<file path="config.mk">
export PLATFORM = sky130hd
export DESIGN_NAME = eeprom_spi_front
export DESIGN_NICKNAME = d
export VERILOG_FILES = /design/src/byte_fifo.v /design/src/eeprom_spi_front.v
export VERILOG_INCLUDE_DIRS = /design/src
export SDC_FILE = /design/constraint.sdc
export NUM_CORES = 1
export LEC_CHECK = 0
export BUFFER_PORTS_ARGS = -buffer_cell sky130_fd_sc_hd__buf_2
export CAP_MARGIN = 30
export CORE_MARGIN = 10
export CORE_UTILIZATION = 50
export DETAILED_ROUTE_END_ITERATION = 8
export GPL_ROUTABILITY_DRIVEN = 1
export PLACE_DENSITY = 0.79
export SETUP_SLACK_MARGIN = 0.2
export SLEW_MARGIN = 0
export SYNTH_ARGS = -nofsm -noshare
export SYNTH_HDL_FRONTEND = slang
export SYNTH_SLANG_ARGS = --single-unit
</file>
<file path="constraint.sdc">
create_clock -name clk_sys_i -period 4.2 [get_ports clk_sys_i]
set_input_delay 0.63 -clock clk_sys_i [delete_from_list [all_inputs] [get_ports clk_sys_i]]
set_output_delay 0.63 -clock clk_sys_i [all_outputs]
set_load 0.05 [all_outputs]
</file>
<file path="src/eeprom_spi_defs.vh">
// constants for the serial eeprom command, status and protection front end
// Behaviour
// while suspend is low, pause the sequence, ignore serial lines, resume after.
// master changes suspend only while serial clock is low.
// suspend tied high means never suspended, normal traffic.
// status register locked when hardware protection active or write latch is 0.
// bit 0 shows busy; while busy only read-status is accepted.
// bit 1 shows write latch; at 0 nothing may be modified.
// write latch cleared at reset and after clear, status write, array write.
// bits 2 and 3 hold block-protect, non-volatile, factory value 0; code clears them to 0 at reset.
// block pair selects none, top quarter, top half, all; protected writes refused.
// bits 4 to 6 accept writes, not kept, read 0 unless busy.
// bit 7 with protect pin low enables hardware protection of status only.
// bit 7 may not go from 1 to 0 while protect pin is low.
// during an internal write every status bit reads 1.
// master re-reads status after busy ends; waiting 5 ms also advised.
// input sampled on rising serial clock, msb first, opcode byte leads.
// output bits are shifted out on the falling serial clock edge.
// chip select rising ends the transaction and starts the operation.
// opcodes decoded with bit 3 ignored: set latch, clear latch, status read; code masks bit 3 of every opcode, array read and write and status write too.
// status write takes one byte; array read and write take 16-bit address.
// master sends set-latch before any status or array modification; bench also sends status write 8C with the latch at 0.
// status read repeats the eight bits while clocking continues.
// master sends only defined opcodes; bench also sends undefined opcode 07 to check R25.
// status write ignored unless latch is 1 and hardware protection is off.
// chip select high and idle means standby with output released.
// unknown opcode does nothing and keeps output released until deselect.
// while suspended output released, counters and shift state kept.
`ifndef EEPROM_SPI_DEFS_VH
`define EEPROM_SPI_DEFS_VH

`define OP_MASK          8'hF7
`define OP_SET_LATCH     8'h06
`define OP_CLEAR_LATCH   8'h04
`define OP_STATUS_READ   8'h05
`define OP_STATUS_WRITE  8'h01
`define OP_ARRAY_READ    8'h03
`define OP_ARRAY_WRITE   8'h02

`define ST_BUSY          0
`define ST_LATCH         1
`define ST_GUARD_LO      2
`define ST_GUARD_HI      3
`define ST_PROTECT_EN    7
`define ST_ALL_ONES      8'hFF

`define ADDR_BITS        13
`define QUARTER_BASE     13'h1800
`define HALF_BASE        13'h1000

`define BITS_OPCODE      6'h08
`define BITS_BYTE        6'h08
`define BITS_ADDR_END    6'h18
`define BITS_DATA_END    6'h20

`define WRITE_TIME_US    5000
`define CLK_MHZ          100

`endif

</file>
<file path="src/byte_fifo.v">
// parameterised fifo with valid and ready on both sides
`timescale 1ns/10ps
module byte_fifo #(
  parameter WIDTH = 8,
  parameter DEPTH = 16,
  parameter AW    = 4
) (
  input  wire             clk_sys_i,
  input  wire             rst_i,
  input  wire [WIDTH-1:0] in_data_i,
  input  wire             in_valid_i,
  output wire             in_ready_o,
  output wire [WIDTH-1:0] out_data_o,
  output wire             out_valid_o,
  input  wire             out_ready_i
);
  reg [WIDTH-1:0] mem_r [0:DEPTH-1];
  reg [AW-1:0]    wr_ptr_r;
  reg [AW-1:0]    rd_ptr_r;
  reg [AW:0]      count_r;
  wire            push;
  wire            pop;

  assign in_ready_o  = (count_r != DEPTH[AW:0]);
  assign out_valid_o = (count_r != {(AW+1){1'b0}});
  assign out_data_o  = mem_r[rd_ptr_r];
  assign push        = in_valid_i & in_ready_o;
  assign pop         = out_valid_o & out_ready_i;

  always @(posedge clk_sys_i) begin
    if (push) begin
      mem_r[wr_ptr_r] <= in_data_i;
    end
  end

  always @(posedge clk_sys_i) begin
    if (rst_i) begin
      wr_ptr_r <= {AW{1'b0}};
      rd_ptr_r <= {AW{1'b0}};
      count_r  <= {(AW+1){1'b0}};
    end else begin
      if (push) begin
        wr_ptr_r <= wr_ptr_r + 1'b1;
      end
      if (pop) begin
        rd_ptr_r <= rd_ptr_r + 1'b1;
      end
      if (push && !pop) begin
        count_r <= count_r + 1'b1;
      end else if (pop && !push) begin
        count_r <= count_r - 1'b1;
      end
    end
  end
endmodule

</file>
<file path="src/eeprom_spi_front.v">
// serial eeprom front end: framing, opcode decode, status and protection
`timescale 1ns/10ps
`include "eeprom_spi_defs.vh"
module eeprom_spi_front #(
  parameter WRITE_CYCLES = (`WRITE_TIME_US * `CLK_MHZ),
  parameter FIFO_DEPTH   = 16
) (
  input  wire        clk_sys_i,
  input  wire        rst_i,
  input  wire        cs_n_i,
  input  wire        sck_i,
  input  wire        si_i,
  input  wire        hold_n_i,
  input  wire        wp_n_i,
  output reg         so_o,
  output reg         so_oe_o,
  output reg  [7:0]  status_o,
  output reg         arr_rd_o,
  output reg  [12:0] arr_addr_o,
  input  wire [7:0]  arr_rdata_i,
  output reg  [20:0] wr_data_o,
  output reg         wr_valid_o,
  input  wire        wr_ready_i,
  output reg         busy_o
);
  localparam S_IDLE   = 5'b00001;
  localparam S_OPCODE = 5'b00010;
  localparam S_ADDR   = 5'b00100;
  localparam S_DATA   = 5'b01000;
  localparam S_DEAD   = 5'b10000;

  // three-stage pin samplers: a change counts once stages two and three agree
  reg [2:0] cs_s_r;
  reg [2:0] sck_s_r;
  reg [2:0] si_s_r;
  reg [2:0] hold_s_r;
  reg [2:0] wp_s_r;
  reg       cs_n_r;
  reg       sck_r;
  reg       hold_n_r;
  reg       wp_n_r;

  reg [4:0]  state_r;
  reg [5:0]  bit_cnt_r;
  reg [7:0]  shift_r;
  reg [7:0]  opcode_r;
  reg [15:0] addr_r;
  reg [7:0]  out_r;
  reg [2:0]  out_idx_r;
  reg        latch_r;
  reg        guard_lo_r;
  reg        guard_hi_r;
  reg        protect_en_r;
  reg [31:0] busy_cnt_r;
  reg [7:0]  pend_status_r;
  reg        pend_sr_r;
  reg        pend_arr_r;
  reg        so_live_r;

  wire       sck_rise;
  wire       sck_fall;
  wire       cs_rise;
  wire       cs_fall;
  wire       active;
  wire       busy;
  wire       hw_protect;
  wire [7:0] status_now;
  wire [7:0] op_m;
  wire [7:0] next_shift;
  wire       byte_done;
  wire       fifo_in_ready;
  wire       fifo_out_valid;
  wire [20:0] fifo_out_data;
  wire        arr_take;

  function is_guarded;
    input [12:0] addr;
    input        lo;
    input        hi;
    begin
      case ({hi, lo})
        2'b01:   is_guarded = (addr >= `QUARTER_BASE);
        2'b10:   is_guarded = (addr >= `HALF_BASE);
        2'b11:   is_guarded = 1'b1;
        default: is_guarded = 1'b0;
      endcase
    end
  endfunction

  assign sck_rise   = (sck_s_r[2] == sck_s_r[1]) && sck_s_r[1] && !sck_r;
  assign sck_fall   = (sck_s_r[2] == sck_s_r[1]) && !sck_s_r[1] && sck_r;
  assign cs_rise    = (cs_s_r[2] == cs_s_r[1]) && cs_s_r[1] && !cs_n_r;
  assign cs_fall    = (cs_s_r[2] == cs_s_r[1]) && !cs_s_r[1] && cs_n_r;
  assign active     = !cs_n_r && hold_n_r;            // see R1
  assign busy       = (busy_cnt_r != 32'h00000000);
  assign hw_protect = protect_en_r && !wp_n_r;
  assign status_now = busy ? `ST_ALL_ONES :           // see R13
                      {protect_en_r, 3'h0, guard_hi_r, guard_lo_r, latch_r, 1'b0};
  assign next_shift = {shift_r[6:0], si_s_r[2]};
  assign op_m       = next_shift & `OP_MASK;
  assign byte_done  = (bit_cnt_r[2:0] == 3'h7);
  // array byte complete, latch set and outside the guarded range
  assign arr_take   = active && sck_rise && !cs_rise && state_r == S_DATA &&
                      opcode_r == `OP_ARRAY_WRITE && byte_done && latch_r &&
                      !is_guarded(addr_r[12:0], guard_lo_r, guard_hi_r); // see R9

  // array writes queue toward the storage side; full fifo refuses further bytes
  byte_fifo #(
    .WIDTH (21),
    .DEPTH (FIFO_DEPTH),
    .AW    (4)
  ) u_wr_fifo (
    .clk_sys_i   (clk_sys_i),
    .rst_i       (rst_i),
    .in_data_i   ({addr_r[12:0], next_shift}),
    .in_valid_i  (arr_take),
    .in_ready_o  (fifo_in_ready),
    .out_data_o  (fifo_out_data),
    .out_valid_o (fifo_out_valid),
    .out_ready_i (!wr_valid_o)
  );

  always @(posedge clk_sys_i) begin
    if (rst_i) begin
      cs_s_r   <= 3'h7;
      sck_s_r  <= 3'h0;
      si_s_r   <= 3'h0;
      hold_s_r <= 3'h7;
      wp_s_r   <= 3'h7;
      cs_n_r   <= 1'b1;
      sck_r    <= 1'b0;
      hold_n_r <= 1'b1;
      wp_n_r   <= 1'b1;
    end else begin
      cs_s_r   <= {cs_s_r[1:0], cs_n_i};
      sck_s_r  <= {sck_s_r[1:0], sck_i};
      si_s_r   <= {si_s_r[1:0], si_i};
      hold_s_r <= {hold_s_r[1:0], hold_n_i};
      wp_s_r   <= {wp_s_r[1:0], wp_n_i};
      if (cs_s_r[2] == cs_s_r[1]) cs_n_r <= cs_s_r[1];
      if (sck_s_r[2] == sck_s_r[1]) sck_r <= sck_s_r[1];
      if (hold_s_r[2] == hold_s_r[1]) hold_n_r <= hold_s_r[1];
      if (wp_s_r[2] == wp_s_r[1]) wp_n_r <= wp_s_r[1];
    end
  end

  always @(posedge clk_sys_i) begin
    if (rst_i) begin
      state_r       <= S_IDLE;
      bit_cnt_r     <= 6'h00;
      shift_r       <= 8'h00;
      opcode_r      <= 8'h00;
      addr_r        <= 16'h0000;
      out_r         <= 8'h00;
      out_idx_r     <= 3'h0;
      latch_r       <= 1'b0;
      guard_lo_r    <= 1'b0;
      guard_hi_r    <= 1'b0;
      protect_en_r  <= 1'b0;
      busy_cnt_r    <= 32'h00000000;
      pend_status_r <= 8'h00;
      pend_sr_r     <= 1'b0;
      pend_arr_r    <= 1'b0;
      so_live_r     <= 1'b0;
      so_o          <= 1'b0;
      so_oe_o       <= 1'b0;
      status_o      <= 8'h00;
      arr_rd_o      <= 1'b0;
      arr_addr_o    <= 13'h0000;
      wr_data_o     <= 21'h000000;
      wr_valid_o    <= 1'b0;
      busy_o        <= 1'b0;
    end else begin
      status_o <= status_now;
      busy_o   <= busy;
      arr_rd_o <= 1'b0;
      if (wr_valid_o && wr_ready_i) begin
        wr_valid_o <= 1'b0;
      end else if (fifo_out_valid && !wr_valid_o) begin
        wr_valid_o <= 1'b1;
        wr_data_o  <= fifo_out_data;
      end
      if (busy) begin
        busy_cnt_r <= busy_cnt_r - 32'h00000001;
        if (busy_cnt_r == 32'h00000001 && pend_sr_r) begin
          guard_lo_r   <= pend_status_r[`ST_GUARD_LO];
          guard_hi_r   <= pend_status_r[`ST_GUARD_HI];
          protect_en_r <= pend_status_r[`ST_PROTECT_EN];
          pend_sr_r    <= 1'b0;
        end
      end
      // while suspended only output release and chip select edges act below
      if (!hold_n_r || cs_n_r) begin
        so_oe_o <= 1'b0;                              // see R24
      end else if (so_live_r) begin
        so_oe_o <= 1'b1;
      end
      if (cs_fall) begin
        state_r   <= S_OPCODE;
        bit_cnt_r <= 6'h00;
        so_live_r <= 1'b0;
      end else if (cs_rise) begin
        // deselect ends framing and starts the operation
        state_r <= S_IDLE;
        // status write has gone dead after exactly one data byte
        if (state_r == S_DEAD && opcode_r == `OP_STATUS_WRITE &&
            bit_cnt_r == `BITS_OPCODE + `BITS_BYTE) begin
          if (!busy && latch_r && !hw_protect) begin  // see R23
            pend_status_r <= {(protect_en_r && !wp_n_r) | shift_r[`ST_PROTECT_EN],
                              shift_r[6:0]};
            pend_sr_r     <= 1'b1;
            latch_r       <= 1'b0;
            busy_cnt_r    <= WRITE_CYCLES;
          end
        end
        if (pend_arr_r) begin
          pend_arr_r <= 1'b0;
          latch_r    <= 1'b0;
          busy_cnt_r <= WRITE_CYCLES;
        end
      end else if (active && sck_rise) begin
        shift_r   <= next_shift;
        bit_cnt_r <= bit_cnt_r + 6'h01;
        case (state_r)
          S_OPCODE: begin
            if (byte_done) begin
              opcode_r <= op_m;
              if (busy && op_m != `OP_STATUS_READ) begin
                state_r <= S_DEAD;
              end else if (op_m == `OP_SET_LATCH) begin
                latch_r <= 1'b1;
                state_r <= S_DEAD;
              end else if (op_m == `OP_CLEAR_LATCH) begin
                latch_r <= 1'b0;
                state_r <= S_DEAD;
              end else if (op_m == `OP_STATUS_READ) begin
                out_r     <= status_now;
                out_idx_r <= 3'h7;
                state_r   <= S_DATA;
              end else if (op_m == `OP_STATUS_WRITE) begin
                state_r <= S_DATA;
              end else if (op_m == `OP_ARRAY_READ || op_m == `OP_ARRAY_WRITE) begin
                state_r <= S_ADDR;
              end else begin
                state_r <= S_DEAD;
              end
            end
          end
          S_ADDR: begin
            addr_r <= {addr_r[14:0], si_s_r[2]};
            if (bit_cnt_r == `BITS_ADDR_END - 6'h01) begin
              state_r <= S_DATA;
              if (opcode_r == `OP_ARRAY_READ) begin
                arr_rd_o   <= 1'b1;
                arr_addr_o <= {addr_r[11:0], si_s_r[2]};
                out_idx_r  <= 3'h0;
              end
            end
          end
          S_DATA: begin
            if (opcode_r == `OP_STATUS_READ && out_idx_r == 3'h7) begin
              out_r <= status_now;
            end
            if (opcode_r == `OP_ARRAY_WRITE && byte_done) begin
              if (arr_take && fifo_in_ready) begin    // see R9
                pend_arr_r <= 1'b1;
              end
              addr_r[4:0] <= addr_r[4:0] + 5'h01;
            end
            if (opcode_r == `OP_STATUS_WRITE && bit_cnt_r == `BITS_ADDR_END - 6'h09) begin
              state_r <= S_DEAD;
            end
          end
          S_DEAD: begin
            state_r <= S_DEAD;
          end
          default: begin
            state_r <= S_IDLE;
          end
        endcase
      end else if (active && sck_fall && state_r == S_DATA) begin
        if (opcode_r == `OP_STATUS_READ) begin
          so_o      <= out_r[out_idx_r];
          so_oe_o   <= 1'b1;
          so_live_r <= 1'b1;
          out_idx_r <= out_idx_r - 3'h1;
        end else if (opcode_r == `OP_ARRAY_READ) begin
          so_o      <= arr_rdata_i[3'h7 - out_idx_r];
          so_oe_o   <= 1'b1;
          so_live_r <= 1'b1;
          out_idx_r <= out_idx_r + 3'h1;
          if (out_idx_r == 3'h7) begin
            arr_rd_o   <= 1'b1;
            arr_addr_o <= arr_addr_o + 13'h0001;
          end
        end
      end
    end
  end
endmodule

</file>
Yosys cells after proc, flatten, opt, wreduce, memory -nomap -nowiden:

Memory sizes are Yosys's and may differ from the RTL's. A register that Yosys moved wholly into a read port is not among the register bits.
Cells that the tools add are included.
W data, S select, Z words.

* add/sub/neg operators: 11
* bitwise logic cells: 7
* muxes and demuxes: 99
* eq/ne operators: 55
* $lt $le $gt $ge: 4
* reduce and logical (&&, ||, !) cells: 85

Operator list (number)
* $mux W32: 6
* $mux W13: 8
* $mux W5: 12
* $mux W8: 7
* $mux W1: 45
* $logic_and A1 B1 Y1: 33
* $mux W3: 11
* $eq A32 B1 Y1 const B: 1
* $reduce_bool A32 Y1: 1
* $sub A32 B1 Y32 const B: 1
* $eq A7 B2 Y1 const B: 4
* $eq A7 B3 Y1 const B: 4
* $ge A13 B13 Y1 const B: 2
* $reduce_bool A2 Y1: 12
* $ne A2 B2 Y1 const B: 11
* $ne A3 B3 Y1 const B: 7
* $pmux W5 S4: 1
* $reduce_and A4 Y1: 5
* $reduce_and A5 Y1: 4
* $pmux W8 S2: 1
* $reduce_and A8 Y1: 2
* $eq A7 B1 Y1 const B: 2
* $add A13 B1 Y13 const B: 1
* $logic_not A1 Y1: 13
* 41 further kinds: 67

* bits in registers: 155
* bits of input ports: 16
* logic and storage cells: 299
* output and inout port bits: 47
* memories: 1
* memory bits (writable): 336

Memories
* u_wr_fifo.mem_r: words 16, bits a word 21, rd ports 1, clocked after Yosys merged registers in 1, wr ports 1, RTL line byte_fifo.v:17 `reg [WIDTH-1:0] mem_r [0:DEPTH-1];`

Logic depth before layout (Yosys ltp):

* depth in word-level cells: 16
* depth in mapped cells: 13

Modules after synthesis:

A second synthesis with hierarchy kept.

* cell total of the unflattened synthesis: 1508
* area, all modules: 20788.7 sq um

Modules (own cells, without submodules)
* byte_fifo: times used 1, cells an instance 624, seq. area each 10430.0 sq um, area each 13494.2 sq um
* eeprom_spi_front: times used 1, cells an instance 884, seq. area each 3022.9 sq um, area each 7294.5 sq um

Worst setup path after synthesis:

No wires, ideal clock.

* path kind: register to register
* from: register sck_s_r[1]
* to: memory u_wr_fifo.mem_r[3][0], enable pin
* period minus slack after synthesis: 3951 ps
* stages on the path, launching flop included: 7
* library setup time: 425 ps
* arrival: 3525 ps
* required time: 3775 ps
* setup slack: 249 ps
* path through: dfxtp_1 > ha_1 > nor4bb_1 > nand3_1 > nor4_2 > nand2_1 > nor3_1

* cells in the longest elaborated chain, start to end: 13

RTL lines
* start, declared: RTL line eeprom_spi_front.v:34 `reg [2:0] sck_s_r;`
* start signal, assigned: RTL line eeprom_spi_front.v:136 `sck_s_r <= {sck_s_r[1:0], sck_i};`
* $eq A1 B1 Y1: RTL line eeprom_spi_front.v:90 `assign sck_rise = (sck_s_r[2] == sck_s_r[1]) && sck_s_r[1] && !sck_r;`
* $logic_and A1 B1 Y1 * (2 in series): RTL line eeprom_spi_front.v:90
* $logic_and A1 B1 Y1 * (3 in series): RTL line eeprom_spi_front.v:103 `assign arr_take = active && sck_rise && !cs_rise && state_r == S_DATA &&`
* $logic_and A1 B1 Y1 (no line) *
* $logic_and A1 B1 Y1 * (3 in series): RTL line eeprom_spi_front.v:103
* $and A1 B1 Y1 *: RTL line byte_fifo.v:27 `assign push = in_valid_i & in_ready_o;`
* via u_wr_fifo.push: RTL line byte_fifo.v:21 `wire push;`
* $mux W1 *: RTL line byte_fifo.v:31 `if (push) begin`
* $mux W1 (implied by the code) *: RTL line byte_fifo.v:32 `mem_r[wr_ptr_r] <= in_data_i;`
* end, declared: RTL line byte_fifo.v:17

Mark *: on every way through the listed nets, which the timed path passes. The rest lies on a longest branch.

Worst setup path in the final report:

* from: register state_r[0]
* to: register u_wr_fifo.count_r[4]

* cells in the longest elaborated chain, start to end: 10
* elaborated cells on any way between the ends: 12
* classes of those cells: eq/ne: 1; mux: 1; bitwise: 1; reduce/logical: 9

RTL lines
* start, declared: RTL line eeprom_spi_front.v:43 `reg [4:0] state_r;`
* start signal, assigned: RTL line eeprom_spi_front.v:149 `state_r <= S_IDLE;`
* start signal, assigned: RTL line eeprom_spi_front.v:199 `state_r <= S_OPCODE;`
* start signal, assigned: RTL line eeprom_spi_front.v:204 `state_r <= S_IDLE;`
* $eq A5 B4 Y1 *: RTL line eeprom_spi_front.v:103
* $logic_and A1 B1 Y1 *: RTL line eeprom_spi_front.v:103
* $logic_and A1 B1 Y1 (no line) *
* $logic_and A1 B1 Y1 * (3 in series): RTL line eeprom_spi_front.v:103
* $and A1 B1 Y1 *: RTL line byte_fifo.v:27
* via u_wr_fifo.push: RTL line byte_fifo.v:21
* $logic_not A1 Y1: RTL line byte_fifo.v:50 `end else if (pop && !push) begin`
* $logic_and A1 B1 Y1: RTL line byte_fifo.v:50
* $reduce_bool A2 Y1 (no line)
* end signal, assigned: RTL line byte_fifo.v:40 `count_r <= {(AW+1){1'b0}};`
* end signal, assigned: RTL line byte_fifo.v:49 `count_r <= count_r + 1'b1;`
* end signal, assigned: RTL line byte_fifo.v:51 `count_r <= count_r - 1'b1;`
* end, declared: RTL line byte_fifo.v:20 `reg [AW:0] count_r;`

Marked as above.
A chain may end at the register's enable or synchronous reset.

==> metrics.txt <==
# TYPE chip_impl_metric gauge
chip_impl_metric{name="fmaxAchievable",unit="MHz"} 285.4
chip_impl_metric{name="dpl_cell_area",unit="µm²"} 21220
chip_impl_metric{name="insertedDiodeCount",unit=""} 0
chip_impl_metric{name="ant_nets",unit=""} 0
chip_impl_metric{name="worst_r2r_path_depth",unit=""} 12
chip_impl_metric{name="routabilityCongestion",unit=""} 0.8723
chip_impl_metric{name="cts.repair.resized",unit=""} 0
chip_impl_metric{name="layoutNonFillerInstCount",unit=""} 2037
chip_impl_metric{name="layout.core_utilization",unit="%"} 57.41
chip_impl_metric{name="critical_path_fanouts_max",unit=""} 8
chip_impl_metric{name="final_area",unit="µm²"} 22860
chip_impl_metric{name="syn-instance-count",unit=""} 1388
chip_impl_metric{name="drt-total-wl",unit="µm"} 47280
chip_impl_metric{name="setup_violations",unit=""} 0
chip_impl_metric{name="period_share",unit="%"} 83.42
chip_impl_metric{name="clock_sink_count",unit=""} 500
chip_impl_metric{name="routed_wire_length_per_instance",unit="µm"} 23.21
chip_impl_metric{name="die_area",unit="µm²"} 48720
chip_impl_metric{name="final_critical_path_setup_slack",unit="ns"} 0.6965
chip_impl_info{name="synth.most_common_cell",value="sky130_fd_sc_hd__edfxtp_1"} 1
chip_impl_metric{name="worstSkewPairLatency",unit="ns"} 0.60
chip_impl_metric{name="route.detailed.drc",unit=""} 0
chip_impl_metric{name="fin_worst_hold_slack",unit="ns"} 0.2239
chip_impl_info{name="yosys-top-cells-count",value="sky130_fd_sc_hd__edfxtp_1, sky130_fd_sc_hd__dfxtp_1, sky130_fd_sc_hd__nor2_1"} 1
chip_impl_info{name="grt_setup_unrepaired",value="no"} 1
chip_impl_info{name="synth_area_leader_cell",value="sky130_fd_sc_hd__edfxtp_1"} 1
chip_impl_metric{name="cts.htree.levels",unit=""} 2
chip_impl_info{name="critPathCaptureType",value="register"} 1
chip_impl_metric{name="antenna_found_initial",unit=""} 1
chip_impl_metric{name="yosysSeqAreaShare",unit="%"} 66.38
chip_impl_metric{name="first_pass_iters",unit=""} 5
chip_impl_metric{name="dp_hpwl",unit="µm"} 27190
chip_impl_metric{name="power",unit="mW"} 13.28
chip_impl_metric{name="numCtsBuffers",unit=""} 49
chip_impl_metric{name="timing.final.max_slew_violations",unit=""} 0
chip_impl_metric{name="placement.io_buffers",unit=""} 62
chip_impl_metric{name="irDropWorstVdd",unit="µV"} 410.7
chip_impl_metric{name="chipWidth",unit="µm"} 220.7
chip_impl_metric{name="dp_slack",unit="ns"} 0.7825
chip_impl_metric{name="critPathArrivalTime",unit="ns"} 3.96
chip_impl_metric{name="final_hold_viol_count",unit=""} 0
chip_impl_metric{name="globalRouteTotalUtil",unit="%"} 19.68
chip_impl_info{name="timing.rr.end",value="u_wr_fifo.count_r[4]$_SDFFE_PP0P_"} 1
chip_impl_metric{name="powerDensity",unit="nW/µm²"} 580.7
chip_impl_metric{name="areaGrowthSynthToFinish",unit="%"} 13.50
chip_impl_info{name="outcome",value="complete, no violations"} 1
chip_impl_metric{name="placementRows",unit=""} 73
chip_impl_metric{name="cap_viol_max_count",unit=""} 0
chip_impl_metric{name="grt_use_met2",unit="%"} 32.28
chip_impl_metric{name="initial_utilization",unit="%"} 50.59
chip_impl_info{name="whs_endpoint",value="cs_s_r[0]$_SDFF_PP1_"} 1
chip_impl_info{name="cts_tree",value="yes"} 1
chip_impl_info{name="setup.worst_path.start_class",value="register"} 1
chip_impl_metric{name="max_slew_margin",unit="%"} 33.34
chip_impl_metric{name="ys_warn_count",unit=""} 0
chip_impl_metric{name="grt_start_max_net_pins",unit=""} 66
chip_impl_metric{name="cts.repair_timing.setup_buffer_count",unit=""} 0
chip_impl_info{name="synthFlopType",value="sky130_fd_sc_hd__edfxtp_1"} 1
chip_impl_metric{name="worst_hold_path_cells",unit=""} 2
chip_impl_metric{name="final_period_minus_worst_setup_slack",unit="ns"} 3.503
chip_impl_metric{name="num-nets-final",unit=""} 1510
chip_impl_metric{name="synthesis.nets",unit=""} 1427
chip_impl_info{name="post_synth_main_area_contributors",value="sky130_fd_sc_hd__edfxtp_1, sky130_fd_sc_hd__dfxtp_1, sky130_fd_sc_hd__mux4_2"} 1
chip_impl_info{name="r2r_start",value="state_r[0]$_SDFFE_PP1P_"} 1
chip_impl_metric{name="core",unit="µm²"} 39820
chip_impl_metric{name="count_of_flip_flops_with_a_built_in_enable_after_synthesis",unit=""} 336
chip_impl_metric{name="syn_area_per_cell",unit="µm²"} 14.51
chip_impl_info{name="startpoint_of_the_worst_setup_timing_path",value="state_r[0]$_SDFFE_PP1P_"} 1
chip_impl_metric{name="ios",unit=""} 63
chip_impl_metric{name="grtUsageMet1",unit="%"} 26.10
chip_impl_metric{name="place.detailed.instances",unit=""} 1944
chip_impl_metric{name="drt-initial-drc-count",unit=""} 1502
chip_impl_metric{name="worst-slew-pin-transition",unit="ns"} 0.9939
chip_impl_info{name="setup_cp_type",value="register to register"} 1
chip_impl_metric{name="tns",unit="ns"} 0
chip_impl_metric{name="vias_per_cell",unit=""} 6.037
chip_impl_info{name="grt.busiest_layer",value="met2"} 1
chip_impl_metric{name="grt_remaining_overflow",unit=""} 0
chip_impl_metric{name="crit_required",unit="ns"} 4.66
chip_impl_metric{name="synth_cell_type_count",unit=""} 63
chip_impl_info{name="worst_hold_path_type",value="input port to register"} 1
chip_impl_metric{name="die_h",unit="µm"} 220.7
chip_impl_metric{name="layout.filler_cells",unit=""} 2977
chip_impl_metric{name="synthDominantCellAreaShare",unit="%"} 50.08
chip_impl_metric{name="hold_bufs_at_cts",unit=""} 0
chip_impl_metric{name="grt_pass1_wl",unit="µm"} 73320
chip_impl_metric{name="use_met3",unit="%"} 3.223
chip_impl_metric{name="post_route_cells_drive_above_1_share",unit="%"} 21.03
chip_impl_metric{name="leakagePower",unit="nW"} 7.820
chip_impl_metric{name="number_of_global_route_vias_before_repair",unit=""} 12455
chip_impl_metric{name="final.setup_skew",unit="ns"} 0.02255
chip_impl_metric{name="vias",unit=""} 12298
chip_impl_metric{name="r2r_slack",unit="ns"} 0.70
chip_impl_info{name="holdCritStartpoint",value="cs_n_i"} 1
chip_impl_metric{name="path_clk_slew",unit="ns"} 0.06
chip_impl_metric{name="postSynth.asyncResetShare",unit="%"} 0
chip_impl_metric{name="longest_clk_path_bufs",unit=""} 3
chip_impl_metric{name="netlist_area",unit="µm²"} 20150
chip_impl_info{name="cts-root-buf",value="sky130_fd_sc_hd__clkbuf_16"} 1
chip_impl_metric{name="yosys_register_bits",unit=""} 500
==> metal layers <==
metal | part of all wire, % | vias up
li1 | - | 5394
met1 | 39 | 6154
met2 | 49 | 645
met3 | 8.3 | 103
met4 | 3.0 | 2
met5 | 0.027 | -
==> final cells by class <==
cell class	instances	area, µm²	area share (%)
inverter	46	172.7	0.7552
clock inverter	18	222.7	0.9741
multi-input combinational	774	6380	27.90
timing repair buffer	100	648.1	2.835
tap	525	656.9	2.873
clock buffer	74	1401	6.129
sequential	500	13380	58.53
==> state kept, by name, indices dropped and copies added (netlist names), 4 cells and up <==
name                flops
wr_data_o              21
status_o                5
bit_cnt_r               6
u_wr_fifo.rd_ptr_r      4
opcode_r                7
u_wr_fifo.wr_ptr_r      4
addr_r                 13
arr_addr_o             13
shift_r                 8
u_wr_fifo.mem_r       336
out_r                   5
state_r                 5
u_wr_fifo.count_r       5
busy_cnt_r             32
==> cells in the final DEF, fill, tap and decap left out, types with 4 or more instances in the layout <==
cell / count
sky130_fd_sc_hd__a211oi_1: 6
sky130_fd_sc_hd__a21oi_1: 56
sky130_fd_sc_hd__a31oi_1: 6
sky130_fd_sc_hd__and2_1: 4
sky130_fd_sc_hd__and3_1: 8
sky130_fd_sc_hd__buf_12: 4
sky130_fd_sc_hd__buf_2: 61
sky130_fd_sc_hd__buf_4: 35
sky130_fd_sc_hd__bufinv_16: 4
sky130_fd_sc_hd__clkbuf_1: 18
sky130_fd_sc_hd__clkbuf_16: 50
sky130_fd_sc_hd__clkbuf_8: 6
sky130_fd_sc_hd__clkinv_1: 5
sky130_fd_sc_hd__clkinv_2: 4
sky130_fd_sc_hd__dfxtp_1: 160
sky130_fd_sc_hd__edfxtp_1: 336
sky130_fd_sc_hd__ha_1: 21
sky130_fd_sc_hd__inv_1: 45
sky130_fd_sc_hd__mux2i_1: 21
sky130_fd_sc_hd__mux4_2: 109
sky130_fd_sc_hd__nand2_1: 109
sky130_fd_sc_hd__nand2b_1: 10
sky130_fd_sc_hd__nand3_1: 32
sky130_fd_sc_hd__nand4_1: 12
sky130_fd_sc_hd__nand4b_1: 6
sky130_fd_sc_hd__nor2_1: 125
sky130_fd_sc_hd__nor2_2: 13
sky130_fd_sc_hd__nor2b_1: 16
sky130_fd_sc_hd__nor3_1: 23
sky130_fd_sc_hd__nor3_2: 4
sky130_fd_sc_hd__nor3b_1: 7
sky130_fd_sc_hd__nor4_1: 13
sky130_fd_sc_hd__o21ai_0: 53
sky130_fd_sc_hd__or2_2: 9
sky130_fd_sc_hd__or3_1: 5
sky130_fd_sc_hd__or4_1: 9
sky130_fd_sc_hd__xnor2_1: 17
sky130_fd_sc_hd__xor2_1: 26
==> how the worst max path moves through the flow <==
stage,end,slack [ns]
3_5_place_dp,u_wr_fifo.count_r[4]$_SDFFE_PP0P_,0.78
2_1_floorplan,u_wr_fifo.mem_r[3][0]$_DFFE_PP_,0.25
6_report,u_wr_fifo.count_r[4]$_SDFFE_PP0P_,0.70
4_1_cts,u_wr_fifo.count_r[4]$_SDFFE_PP0P_,0.75
5_1_grt,u_wr_fifo.count_r[4]$_SDFFE_PP0P_,0.41
3_3_place_gp,u_wr_fifo.count_r[4]$_SDFFE_PP0P_,0.81
==> worst max-delay path: stages (launching register included) <==
cell and delay, ns:
sky130_fd_sc_hd__dfxtp_1 0.37, sky130_fd_sc_hd__nor4_1 0.61, sky130_fd_sc_hd__nand4_1 0.28, sky130_fd_sc_hd__nor4_2 0.36, sky130_fd_sc_hd__ha_1 0.30, sky130_fd_sc_hd__inv_1 0.10, sky130_fd_sc_hd__ha_1 0.34, sky130_fd_sc_hd__nor2b_1 0.16
sky130_fd_sc_hd__o21a_1 0.17, sky130_fd_sc_hd__or3_1 0.31, sky130_fd_sc_hd__a21oi_1 0.19, sky130_fd_sc_hd__xnor2_1 0.14, sky130_fd_sc_hd__nor2_1 0.05
==> logic make-up after synthesis <==
family | Yosys count | share of synthesized area [%]
compound gates | 151 | 4.341
xor+xnor | 43 | 1.869
fa+ha+maj | 23 | 1.503
buf+inv | 114 | 2.286
flops | 500 | 66.38
mux | 131 | 13.28
simple gates | 426 | 10.33
==> power breakdown <==
| group | switching (mW) | total [mW] | internal (mW) |
|---|---|---|---|
| Combinational | 1.75 | 3.04 | 1.29 |
| Sequential | 0.366 | 5.82 | 5.45 |
| Clock | 1.85 | 4.42 | 2.56 |
| Total | 3.97 | 13.3 | 9.31 |
(Power assumes the default switching activity.)
